===== config.mk =====
export PLATFORM = sky130hd
export DESIGN_NAME = write_buffer_slice
export DESIGN_NICKNAME = d
export VERILOG_FILES = /design/src/verilog/wb_slice_pkg.sv /design/src/verilog/lane_decode.sv /design/src/verilog/write_buffer_slice.sv
export SDC_FILE = /design/constraint.sdc
export NUM_CORES = 1
export LEC_CHECK = 0
export ABC_CLOCK_PERIOD_IN_PS = 4950
export BUFFER_PORTS_ARGS = -buffer_cell sky130_fd_sc_hd__clkbuf_2
export CORE_MARGIN = 2
export CORE_UTILIZATION = 25
export DETAILED_ROUTE_END_ITERATION = 7
export PLACE_DENSITY = 0.47
export SYNTH_ARGS = -nofsm -noshare
export SYNTH_HDL_FRONTEND = slang
export SYNTH_HIERARCHICAL = 1
export SYNTH_SLANG_ARGS = --single-unit

===== constraint.sdc =====
create_clock -name CORE_CLK_IN -period 4.95 [get_ports CORE_CLK_IN]
set_clock_uncertainty 0.2 [all_clocks]
set_input_delay 0.495 -clock CORE_CLK_IN [delete_from_list [all_inputs] [get_ports CORE_CLK_IN]]
set_output_delay 0.495 -clock CORE_CLK_IN [all_outputs]
set_load 0.02 [all_outputs]

===== src/verilog/wb_slice_pkg.sv =====
package wb_slice_pkg;
  // Write size codes
  localparam logic [1:0] SIZE_WORD   = 2'h3;
  localparam logic [1:0] SIZE_TRIPLE = 2'h2;
  localparam logic [1:0] SIZE_HALF   = 2'h1;
  localparam logic [1:0] SIZE_BYTE   = 2'h0;
  // Slice geometry
  localparam int RANKS       = 4;
  localparam int NIB_W       = 4;
  localparam int ADDR_W      = 8;
  localparam int DATA_W      = 9;
  localparam int LANES       = 4;
  // Reset values
  localparam logic [1:0] SIZE_RST  = 2'h0;
  localparam logic [3:0] MATCH_RST = 4'h0;
  localparam int RESET_MIN_CYCLES  = 8;
endpackage : wb_slice_pkg


===== src/verilog/lane_decode.sv =====
`timescale 1ns/1ps
// Size and low address to valid byte lanes (byte index order 0..3)
module lane_decode
  import wb_slice_pkg::*;
(
  input  wire logic [1:0] size_in,
  input  wire logic [1:0] low_addr_in,
  output logic      [3:0] lanes_out
);
  // Illegal size/offset pairs give no valid lanes; the write still takes an entry, with no lanes
  always_comb begin
    lanes_out = 4'h0;
    unique case (size_in)
      SIZE_WORD:   lanes_out = (low_addr_in == 2'h0) ? 4'hf : 4'h0;
      SIZE_TRIPLE: lanes_out = (low_addr_in == 2'h0) ? 4'h7 :
                               (low_addr_in == 2'h1) ? 4'he : 4'h0;
      SIZE_HALF:   lanes_out = (low_addr_in == 2'h0) ? 4'h3 :
                               (low_addr_in == 2'h2) ? 4'hc : 4'h0;
      SIZE_BYTE:   lanes_out = 4'h1 << low_addr_in;
    endcase
  end
endmodule // lane_decode


===== src/verilog/write_buffer_slice.sv =====
`timescale 1ns/1ps
module write_buffer_slice
  import wb_slice_pkg::*;
#(
  parameter int DEPTH = RANKS
)
(
  input  wire logic              CORE_CLK_IN,
  input  wire logic              RSTN_IN,
  input  wire logic              WRITE_STROBE_IN,
  input  wire logic              REFERENCE_IN,
  input  wire logic [1:0]        WRITE_SIZE_CODE_IN,
  input  wire logic [1:0]        LOW_ADDRESS_BUS_IN,
  input  wire logic [ADDR_W-1:0] ADDR_IN,
  input  wire logic [DATA_W-1:0] DATA_IN,
  input  wire logic              BYTE_ORDER_BIG_IN,
  input  wire logic [1:0]        POSITION_IN,
  input  wire logic [RANKS-1:0]  RANK_MATCH_IN,
  input  wire logic              DRAIN_OUTPUT_ENABLE_N_IN,
  input  wire logic              ACKNOWLEDGE_IN,
  input  wire logic              CAPTURE_ERROR_ADDRESS_STROBE_IN,
  input  wire logic              DRIVE_ERROR_ADDRESS_N_IN,
  output logic                   REQUEST_N_OUT,
  output logic                   BUFFER_FULL_N_OUT,
  output logic [1:0]             DRAIN_SIZE_CODE_OUT,
  output logic [RANKS-1:0]       RANK_MATCH_OUT,
  output logic [ADDR_W-1:0]      DRAIN_ADDRESS_OUT,
  output logic [ADDR_W-1:0]      DRAIN_ADDRESS_OE_N_OUT,
  output logic [DATA_W-1:0]      DRAIN_DATA_OUT,
  output logic [DATA_W-1:0]      DRAIN_DATA_OE_N_OUT
);

  ////////////////////////////////////////////////////////////////////////////
  // State
  typedef struct packed {
    logic [RANKS-1:0][ADDR_W-1:0] addr;
    logic [RANKS-1:0][DATA_W-1:0] data;
    logic [RANKS-1:0][3:0]        lanes;
    logic [RANKS-1:0][1:0]        size;
    logic [RANKS-1:0]             valid;
    logic [1:0]                   head;
    logic [1:0]                   tail;
    logic [2:0]                   count;
    logic [1:0]                   last;
    logic                         last_ok;
    logic [RANKS-1:0]             match;
    logic [1:0]                   osize;
    logic                         full_n;
    logic [ADDR_W-1:0]            err_addr;
  } state_t;

  state_t cur_reg;
  state_t cur_next;

  logic [3:0]        lanes_in;
  logic              mine;
  logic [1:0]        lane_idx;
  logic [ADDR_W-1:0] pres_addr;
  logic [3:0]        head_lanes;

  ////////////////////////////////////////////////////////////////////////////
  // Lane decode and slice selection
  // The decode is shared by storing and gathering; illegal size and offset
  // pairs come back with no lanes, so such a write leaves this slice's data
  // empty and a user must not rely on it.
  lane_decode u_lane_decode (
    .size_in     (WRITE_SIZE_CODE_IN),
    .low_addr_in (LOW_ADDRESS_BUS_IN),
    .lanes_out   (lanes_in)
  );

  // Position picks the nibble within a halfword; bit 1 of the lane index
  // selects the halfword, so a byte lane is POSITION[1] plus the half.
  // Big endian byte 0 sits in the high bits, little in the low bits
  always_comb begin
    // Big endian mirrors the pair, so position zero keeps lanes 3 and 2
    lane_idx = BYTE_ORDER_BIG_IN ? 2'h3 - {POSITION_IN[1], 1'b0}
                                 : {POSITION_IN[1], 1'b0};
    mine = lanes_in[lane_idx] | lanes_in[lane_idx ^ 2'h1];
  end

  ////////////////////////////////////////////////////////////////////////////
  // Presented address, low bits regenerated from lanes in position zero
  // Position zero never keeps the incoming offset bits, so the lane mask is
  // the only record of the offset; an entry with no lanes presents three.
  always_comb begin
    head_lanes = cur_reg.lanes[cur_reg.head];
    pres_addr  = cur_reg.addr[cur_reg.head];
    if (POSITION_IN == 2'h0) begin
      // First valid byte gives the offset
      casez (head_lanes)
        4'b???1: pres_addr[1:0] = 2'h0;
        4'b??10: pres_addr[1:0] = 2'h1;
        4'b?100: pres_addr[1:0] = 2'h2;
        default: pres_addr[1:0] = 2'h3;
      endcase
    end
  end

  ////////////////////////////////////////////////////////////////////////////
  // Next state
  // Matches are registered, so they answer the reference of the previous
  // cycle; gathering therefore sees the board-wide result one cycle late,
  // the price of a clean edge-to-edge path through the board gates.
  // A drain and a write in one cycle are both honoured: the freed rank is
  // reusable at once, so a full buffer never stalls a write it could take.
  always_comb begin
    cur_next = cur_reg;
    // Compare word address with every rank on any reference
    // Only valid ranks can match, so a drained rank never raises a conflict
    for (int r = 0; r < RANKS; r++) begin
      cur_next.match[r] = REFERENCE_IN && cur_reg.valid[r] &&
                          (cur_reg.addr[r][ADDR_W-1:2] == ADDR_IN[ADDR_W-1:2]);
    end
    // Bits 1:0 of the word address belong to this nibble except in slice 0
    if (POSITION_IN != 2'h0) begin
      for (int r = 0; r < RANKS; r++) begin
        cur_next.match[r] = REFERENCE_IN && cur_reg.valid[r] &&
                            (cur_reg.addr[r] == ADDR_IN);
      end
    end
    // Drain: acknowledge retires the head entry
    // An acknowledge with nothing pending is ignored rather than underflowing
    if (ACKNOWLEDGE_IN && cur_reg.count != 3'h0) begin
      cur_next.valid[cur_reg.head] = 1'b0;
      cur_next.head  = cur_reg.head + 2'h1;
      cur_next.count = cur_reg.count - 3'h1;
      if (cur_reg.last == cur_reg.head) cur_next.last_ok = 1'b0;
    end
    if (WRITE_STROBE_IN) begin
      // Gather only into the newest rank, never the head, on a board-wide match.
      // Match inputs are active low NAND results of the same rank.
      if (cur_reg.last_ok && cur_reg.last != cur_reg.head &&
          !RANK_MATCH_IN[cur_reg.last] && cur_reg.count != 3'h0) begin
        cur_next.lanes[cur_reg.last] = cur_reg.lanes[cur_reg.last] | lanes_in;
        cur_next.size[cur_reg.last]  = WRITE_SIZE_CODE_IN;
        if (mine) cur_next.data[cur_reg.last] = DATA_IN;
      end else if (cur_next.count < 3'(DEPTH)) begin
        cur_next.addr[cur_reg.tail] = ADDR_IN;
        if (POSITION_IN == 2'h0) cur_next.addr[cur_reg.tail][1:0] = 2'h0;
        cur_next.lanes[cur_reg.tail] = lanes_in;
        cur_next.size[cur_reg.tail]  = WRITE_SIZE_CODE_IN;
        cur_next.data[cur_reg.tail]  = mine ? DATA_IN : '0;
        cur_next.valid[cur_reg.tail] = 1'b1;
        cur_next.last    = cur_reg.tail;
        cur_next.last_ok = 1'b1;
        cur_next.tail    = cur_reg.tail + 2'h1;
        cur_next.count   = cur_next.count + 3'h1;
      end
    end
    // Size of the entry presented, registered on the edge
    // It follows the head after this edge's drain and write, both applied
    cur_next.osize  = (cur_next.count != 3'h0) ? cur_next.size[cur_next.head] : SIZE_RST;
    cur_next.full_n = (cur_next.count != 3'(DEPTH));
    // Capture the presented address; holds until the next capture
    // Capture follows the head, so the latch holds the entry being drained;
    // a capture with an empty buffer records whatever the head rank last held
    if (CAPTURE_ERROR_ADDRESS_STROBE_IN) cur_next.err_addr = pres_addr;
  end

  ////////////////////////////////////////////////////////////////////////////
  // Register, synchronous active-low reset
  // Reset clears every rank and the error latch; the full flag starts
  // negated so the first write after release is never refused.
  always_ff @(posedge CORE_CLK_IN) begin
    if (!RSTN_IN) begin
      cur_reg        <= '0;
      cur_reg.full_n <= 1'b1;
      cur_reg.osize  <= SIZE_RST;
      cur_reg.match  <= MATCH_RST;
    end else begin
      cur_reg <= cur_next;
    end
  end

  ////////////////////////////////////////////////////////////////////////////
  // Outputs; reset forces request high and releases the address drivers, and the data drivers unless drive is asserted
  // Request is gated by reset directly so it rises while reset is low,
  // without waiting for the first edge of the reset period.
  assign REQUEST_N_OUT       = !RSTN_IN || (cur_reg.count == 3'h0);
  assign BUFFER_FULL_N_OUT   = cur_reg.full_n;
  assign DRAIN_SIZE_CODE_OUT = cur_reg.osize;
  assign RANK_MATCH_OUT      = cur_reg.match;
  assign DRAIN_ADDRESS_OUT   = pres_addr;
  // Release on reset or negated enable
  assign DRAIN_ADDRESS_OE_N_OUT = {ADDR_W{!RSTN_IN || DRAIN_OUTPUT_ENABLE_N_IN}};
  // Error latch wins the data lines while drive is asserted
  assign DRAIN_DATA_OUT = !DRIVE_ERROR_ADDRESS_N_IN ? {1'b0, cur_reg.err_addr}
                                                    : cur_reg.data[cur_reg.head];
  assign DRAIN_DATA_OE_N_OUT = {DATA_W{DRIVE_ERROR_ADDRESS_N_IN &&
                               (!RSTN_IN || DRAIN_OUTPUT_ENABLE_N_IN)}};
endmodule // write_buffer_slice


# Word level (Yosys, flattened, before mapping)
# Index checks and enable logic that the tools add are counted.
# classes
multipliers	0
n_bitwise	7
eq_ne	19
reduce_logical	36
div_mod_pow	0
order_cmp	10
mux	69
shift	1
add_sub_neg	5
# op_table
op	n
bitwise mux 36 bit	2
bitwise mux 32 bit	2
2-to-1 mux 64 bit	1
2-to-1 mux 60 bit	1
2-to-1 mux 9 bit	5
2-to-1 mux 4 bit	10
demux 9 bit (select 2 bit)	2
2-to-1 mux 36 bit	1
bitwise mux 16 bit	2
demux 8 bit (select 2 bit)	2
equality test 8 bit	4
2-to-1 mux 32 bit	1
equality test 6 bit	4
2-to-1 mux 6 bit	4
logical AND 1 bit	20
binary-select mux 9 bit (select 2 bit)	1
less-than comparator 2 x 3 -> 1 bit (second input constant)	6
binary-select mux 4 bit (select 2 bit)	2
binary-select mux 8 bit (select 2 bit)	1
bitwise mux 8 bit	2
demux 4 bit (select 2 bit)	2
2-to-1 mux 8 bit	2
one-hot mux 4 bit (4 select lines)	1
2-to-1 mux 12 bit	1
35 further kinds	68
# word_totals
mem_bits_ro	0
n_memories	0
wordCells	173
output_inout_bits	42
latch_bits	0
in_bits	36
register_bits	121
ramBits	0

# Logic depth before layout (Yosys ltp)
# logic_depth
word_depth	14
mapped_depth	12
depth_no_buf	11

# Hierarchy
# Netlist, hierarchy kept.
# modules_own_cells
mod	area_each_um2	seq_area_each_um2	cells_per_inst	n_inst
write_buffer_slice	6204.7	2342.2	667	1
lane_decode	50.0	0.0	8	1

# Worst setup path before layout
# No wires, ideal clock.
# synth_timing
path_kind	reg2reg
start	register cur_reg[18] (netlist name)
end	register cur_reg, in the netlist DRAIN_SIZE_CODE_OUT[1]
setup_time_ps	126
t_required_ps	4624
synth_period_minus_slack_ps	2760
stages_incl_launch_ff	13
slack_ps	2190
arrival_ps	2434
n_path_buf	1
cell_sequence	dfxtp_1 inv_1 ha_1 nor2b_1 clkbuf_1 nor2_1 nor2_1 a21oi_1 ha_1 a211oi_1 a211oi_2 o2111ai_1 o31ai_1
# synth_via
elab_chain_len	9
word_cells_on_any_way	18
classes_between	add/sub: 2; order compare: 1; mux: 10; reduce/logical: 5
# synth_rtl
element	line	text
from (decl)	write_buffer_slice.sv:52	state_t cur_reg;
from (signal assigned)	write_buffer_slice.sv:172	cur_reg <= cur_next;
parallel branches: the longest is 9 deep, another holds subtractor 3 x 1 -> 3 bit	n/a	
# Parallel ways; which one is timed is not known. The select of a mux whose other input is x is not followed.
# A chain may end at the register's enable or synchronous reset.

# Worst setup path after layout
# layout_timing
start	register cur_reg[16] (netlist name)
end	register cur_reg, in the netlist DRAIN_SIZE_CODE_OUT[0]
# layout_via
elab_chain_len	9
word_cells_on_any_way	21
classes_between	order compare: 2; eq/ne: 1; mux: 11; reduce/logical: 7
# layout_rtl
element	line	text
less-than comparator 2 x 3 -> 1 bit (implied by the code), or another cell as far along	write_buffer_slice.sv:136	cur_next.size[cur_reg.last] = WRITE_SIZE_CODE_IN;
logical AND 1 bit (implied by the code) or 2-to-1 mux 1 bit (tied branches)	write_buffer_slice.sv:136, write_buffer_slice.sv:134	
2-to-1 mux 2 bit (implied by the code) or logical NOT 1 bit (tied branches)	write_buffer_slice.sv:136, write_buffer_slice.sv:134	
demux 2 bit (select 2 bit) or logical AND 1 bit (tied branches)	write_buffer_slice.sv:136, write_buffer_slice.sv:133	
bitwise mux 8 bit or logical AND 1 bit (tied branches)	write_buffer_slice.sv:136, write_buffer_slice.sv:134	
2-to-1 mux 60 bit or 2-to-1 mux 6 bit (tied branches)	write_buffer_slice.sv:133	if (cur_reg.last_ok && cur_reg.last != cur_reg.head &&
2-to-1 mux 12 bit or 2-to-1 mux 6 bit (tied branches)	write_buffer_slice.sv:130	if (WRITE_STROBE_IN) begin
binary-select mux 2 bit (select 2 bit) or nonzero test 3 bit (tied branches)	write_buffer_slice.sv:153	cur_next.osize = (cur_next.count != 3'h0) ? cur_next.size[cur_next.head] : SIZE_RST;
2-to-1 mux 2 bit (implied by the code) or AND reduction 2 bit (tied branches)	n/a	
# Several ways; a longest one is shown, not always the timed one. The select of a mux whose other input is x is not followed.

==> results.toml <==
[outcome]
outcome = "complete, no violations"

[cts]
clock_sink_count = 117
post_cts.repair.setup_buffers = 0
clk_latency_ns = 0.41
clock_root_buffer = "sky130_fd_sc_hd__clkbuf_16"
clock_transition_at_the_registers_of_the_reported_paths_ns = 0.06
ctsHtreeMaxLevel = 4
maximum_buffer_depth_of_the_clock_tree = 2
quantity_of_hold_fixing_buffers_added_after_cts = 0
post_cts_resize_count = 0
clock_tree_from_tritoncts = "done"
cts_made_buffers = 17

[grt]
antenna_found_initial = 0
first_global_vias = 4951
grt_remaining_overflow = 0
grt_pass1_wl_um = 28300
track_usage = 0.140
largest_net_degree_at_the_start_of_global_routing = 65

[synthesis]
synth.lib_cells_used.distinct = 67
yosys.area.top_type = "sky130_fd_sc_hd__dfxtp_1"
post_synth_inst_count = 675
synth.yosys.seq_area_share = 0.374
synth_area_leaders = "sky130_fd_sc_hd__dfxtp_1, sky130_fd_sc_hd__nor2_1, sky130_fd_sc_hd__mux4_2, sky130_fd_sc_hd__mux2i_1, sky130_fd_sc_hd__a22oi_1"
yosysMostFrequentCell = "sky130_fd_sc_hd__nor2_1"
netlist_area_sq_mm = 0.00625
syn-mean-instance-area_sq_um = 9.27
most_frequent_cells_after_synthesis = "sky130_fd_sc_hd__nor2_1, sky130_fd_sc_hd__dfxtp_1, sky130_fd_sc_hd__mux2i_1"
synth-warning-count = 6
synthFlopType = "sky130_fd_sc_hd__dfxtp_1"
synth_async_sr_flop_share = 0
postSynthRegisterBits = 117
synth_enable_flop_cells = 0
post_syn_nets = 722
synth_largest_type_area_fraction = 0.374

[power_and_ir_drop]
irDropWorstVdd_mv = 0.188
cellPowerDensity_mw_per_mm2 = 499
cellLeakagePower_nw = 2.95

[worst_hold_path]
hold_crit_class = "in2reg"

[finish]
layout_area_growth_over_synthesis_pct = 17.6
final_cells = 1047
multiInputGateArea_sq_mm = 0.00350
largest_register_ffs = 110
antenna_cells = 0
final-seq-area_sq_mm = 0.00234
drive_above_1_share = 0.225
fill_cells = 2600
fin_area_sq_mm = 0.00736
finalNetCount = 757

[timing]
max-slew-margin-rel = 0.351
setup_slack_ns = 1.27
rsz0062_at_grt = "false"
post_route_fraction_of_the_period_consumed_by_the_critical_path = 0.744
pin_slew_with_the_least_headroom_to_its_limit_ns = 0.968
report.final.hold_viol_count = 0
fmax_mhz = 271
final.setup.tns_ns = 0
slew_violations = 0
period_needed_ns = 3.68
setup_violations = 0

[worst_setup_path]
cp_cell_sequence = "mux4_2 > a2111oi_4 > nor2_2 > a2111oi_1 > o311ai_1 > o31ai_1"
cp.required_ns = 5.06
category_of_the_most_critical_setup_path = "reg2reg"
critical_path.slowest_cell = "sky130_fd_sc_hd__a2111oi_4"
start_kind = "flip-flop"
worst-endpoint-arrival_ns = 3.80
cp_max_fo = 13
max_stage_delay_ns = 0.80
category_of_the_worst_setup_path_capture_point = "flip-flop"

[floorplan]
std_cell_rows = 57
initial_core_util = 0.256
dieArea_sq_mm = 0.0263
fp.dieH_um = 162
floorplan.die.width_um = 162
area_of_the_core_region_sq_mm = 0.0245
io_pins = 78

[detailed_routing]
drt_first_pass_iters = 5
wirelength_um = 18100
dr.first_iter.drc_count = 411
routed_wire_length_per_instance_um = 17.3
via_density = 4.79
vias = 5010
drc_violation_count_after_routing = 0
route.antenna.remaining_nets = 0

[placed_design]
place_worst_setup_slack_ns = 1.32
post-place-cells = 1015
port-buffer-count = 77
dp_hpwl_um = 12800
place_area_sq_mm = 0.00672
globalplace.congestion = 0.844

[run]
max_cap_violations = 0
-- placed cells by master, fill, tap and decap left out, drive strengths merged, types with 2 or more instances in the layout --
master	n
buf	5
nand4	3
o32a	2
nor2	130
and2	9
a311oi	4
o211ai	4
a211oi	5
nor3	12
mux2i	47
clkbuf	100
o31ai	4
nand2	44
mux2	9
o221a	3
nand2b	2
o21a	2
inv	13
xnor2	15
and3	2
dfxtp	117
clkinv	5
nor4	5
a2111oi	2
nand3	13
o21ai	5
nor2b	3
o22ai	3
or3	4
ha	11
bufinv	4
a21oi	21
xor2	27
o2111ai	3
mux4	21
a22oi	42
o2bb2ai	2
-- final cells by class --
type,instances,area share
multi-input cells,478,0.475
flip-flops and latches,117,0.318
clock buffers,23,0.0663
repair buffers,82,0.0575
well taps,324,0.0551
clock inverters,9,0.0201
inverters,14,0.00731
-- worst paths after layout --
check | start | endpoint | slack (ns) | depth (start not counted)
worst min register to register | cur_reg[34]$_SDFF_PN0_ | cur_reg[34]$_SDFF_PN0_ | 0.26 | 2
worst max register to register | cur_reg[16]$_SDFFE_PN0P_ | DRAIN_SIZE_CODE_OUT[0]$_SDFF_PN0_ | 1.27 | 6
worst min-delay path | DATA_IN[1] | cur_reg[72]$_SDFFE_PN0P_ | 0.19 | 3
worst max-delay path | cur_reg[16]$_SDFFE_PN0P_ | DRAIN_SIZE_CODE_OUT[0]$_SDFF_PN0_ | 1.27 | 6
-- report_power, final --
group | leakage (nW) | switching (mW) | total [mW] | internal, mW
combinational | 1.69 | 0.715 | 1.17 | 0.457
sequential | 0.949 | 0.123 | 1.18 | 1.05
clock | 0.313 | 0.430 | 1.32 | 0.893
-- per-layer routing --
| metal | global-route usage | routed length (um) |
|---|---|---|
| met5 | 0 | 0 |
| met4 | 0.0398 | 248 |
| met3 | 0.0329 | 709 |
| met2 | 0.218 | 8230 |
| met1 | 0.195 | 8920 |
-- critical path, delay by kind of cell (launching register included) --
kind,cells,cell delay [ns]
flip-flops,1,0.70
multiplexers,1,0.62
AND/OR/NAND/NOR,1,0.24
AO/OA/AOI/OAI,4,1.82
-- through the flow --
| step | hold WS [ns] | total power [mW] | util |
|---|---|---|---|
| floorplan | 0.228 | 2.06 | - |
| global placement | 0.252 | 2.37 | 0.275 |
| detailed placement | 0.258 | 2.36 | 0.275 |
| CTS | 0.175 | 3.70 | 0.301 |
| global route | 0.205 | 3.87 | 0.301 |
| finish | 0.188 | 3.67 | 0.301 |
-- kinds of logic (layout without fill, tap and decap cells) --
family | count (synthesis) | after routing | share of synthesized area
AOI/OAI and AO/OA | 115 | 115 | 0.145
DFF | 117 | 117 | 0.374
muxes | 77 | 77 | 0.167
buffers and inverters | 80 | 128 | 0.0672
adders and majority gates | 11 | 11 | 0.0220
and+or+nand+nor | 232 | 232 | 0.162
xor gates and xnor gates | 43 | 43 | 0.0624
Power figures use the tool's default switching activity.
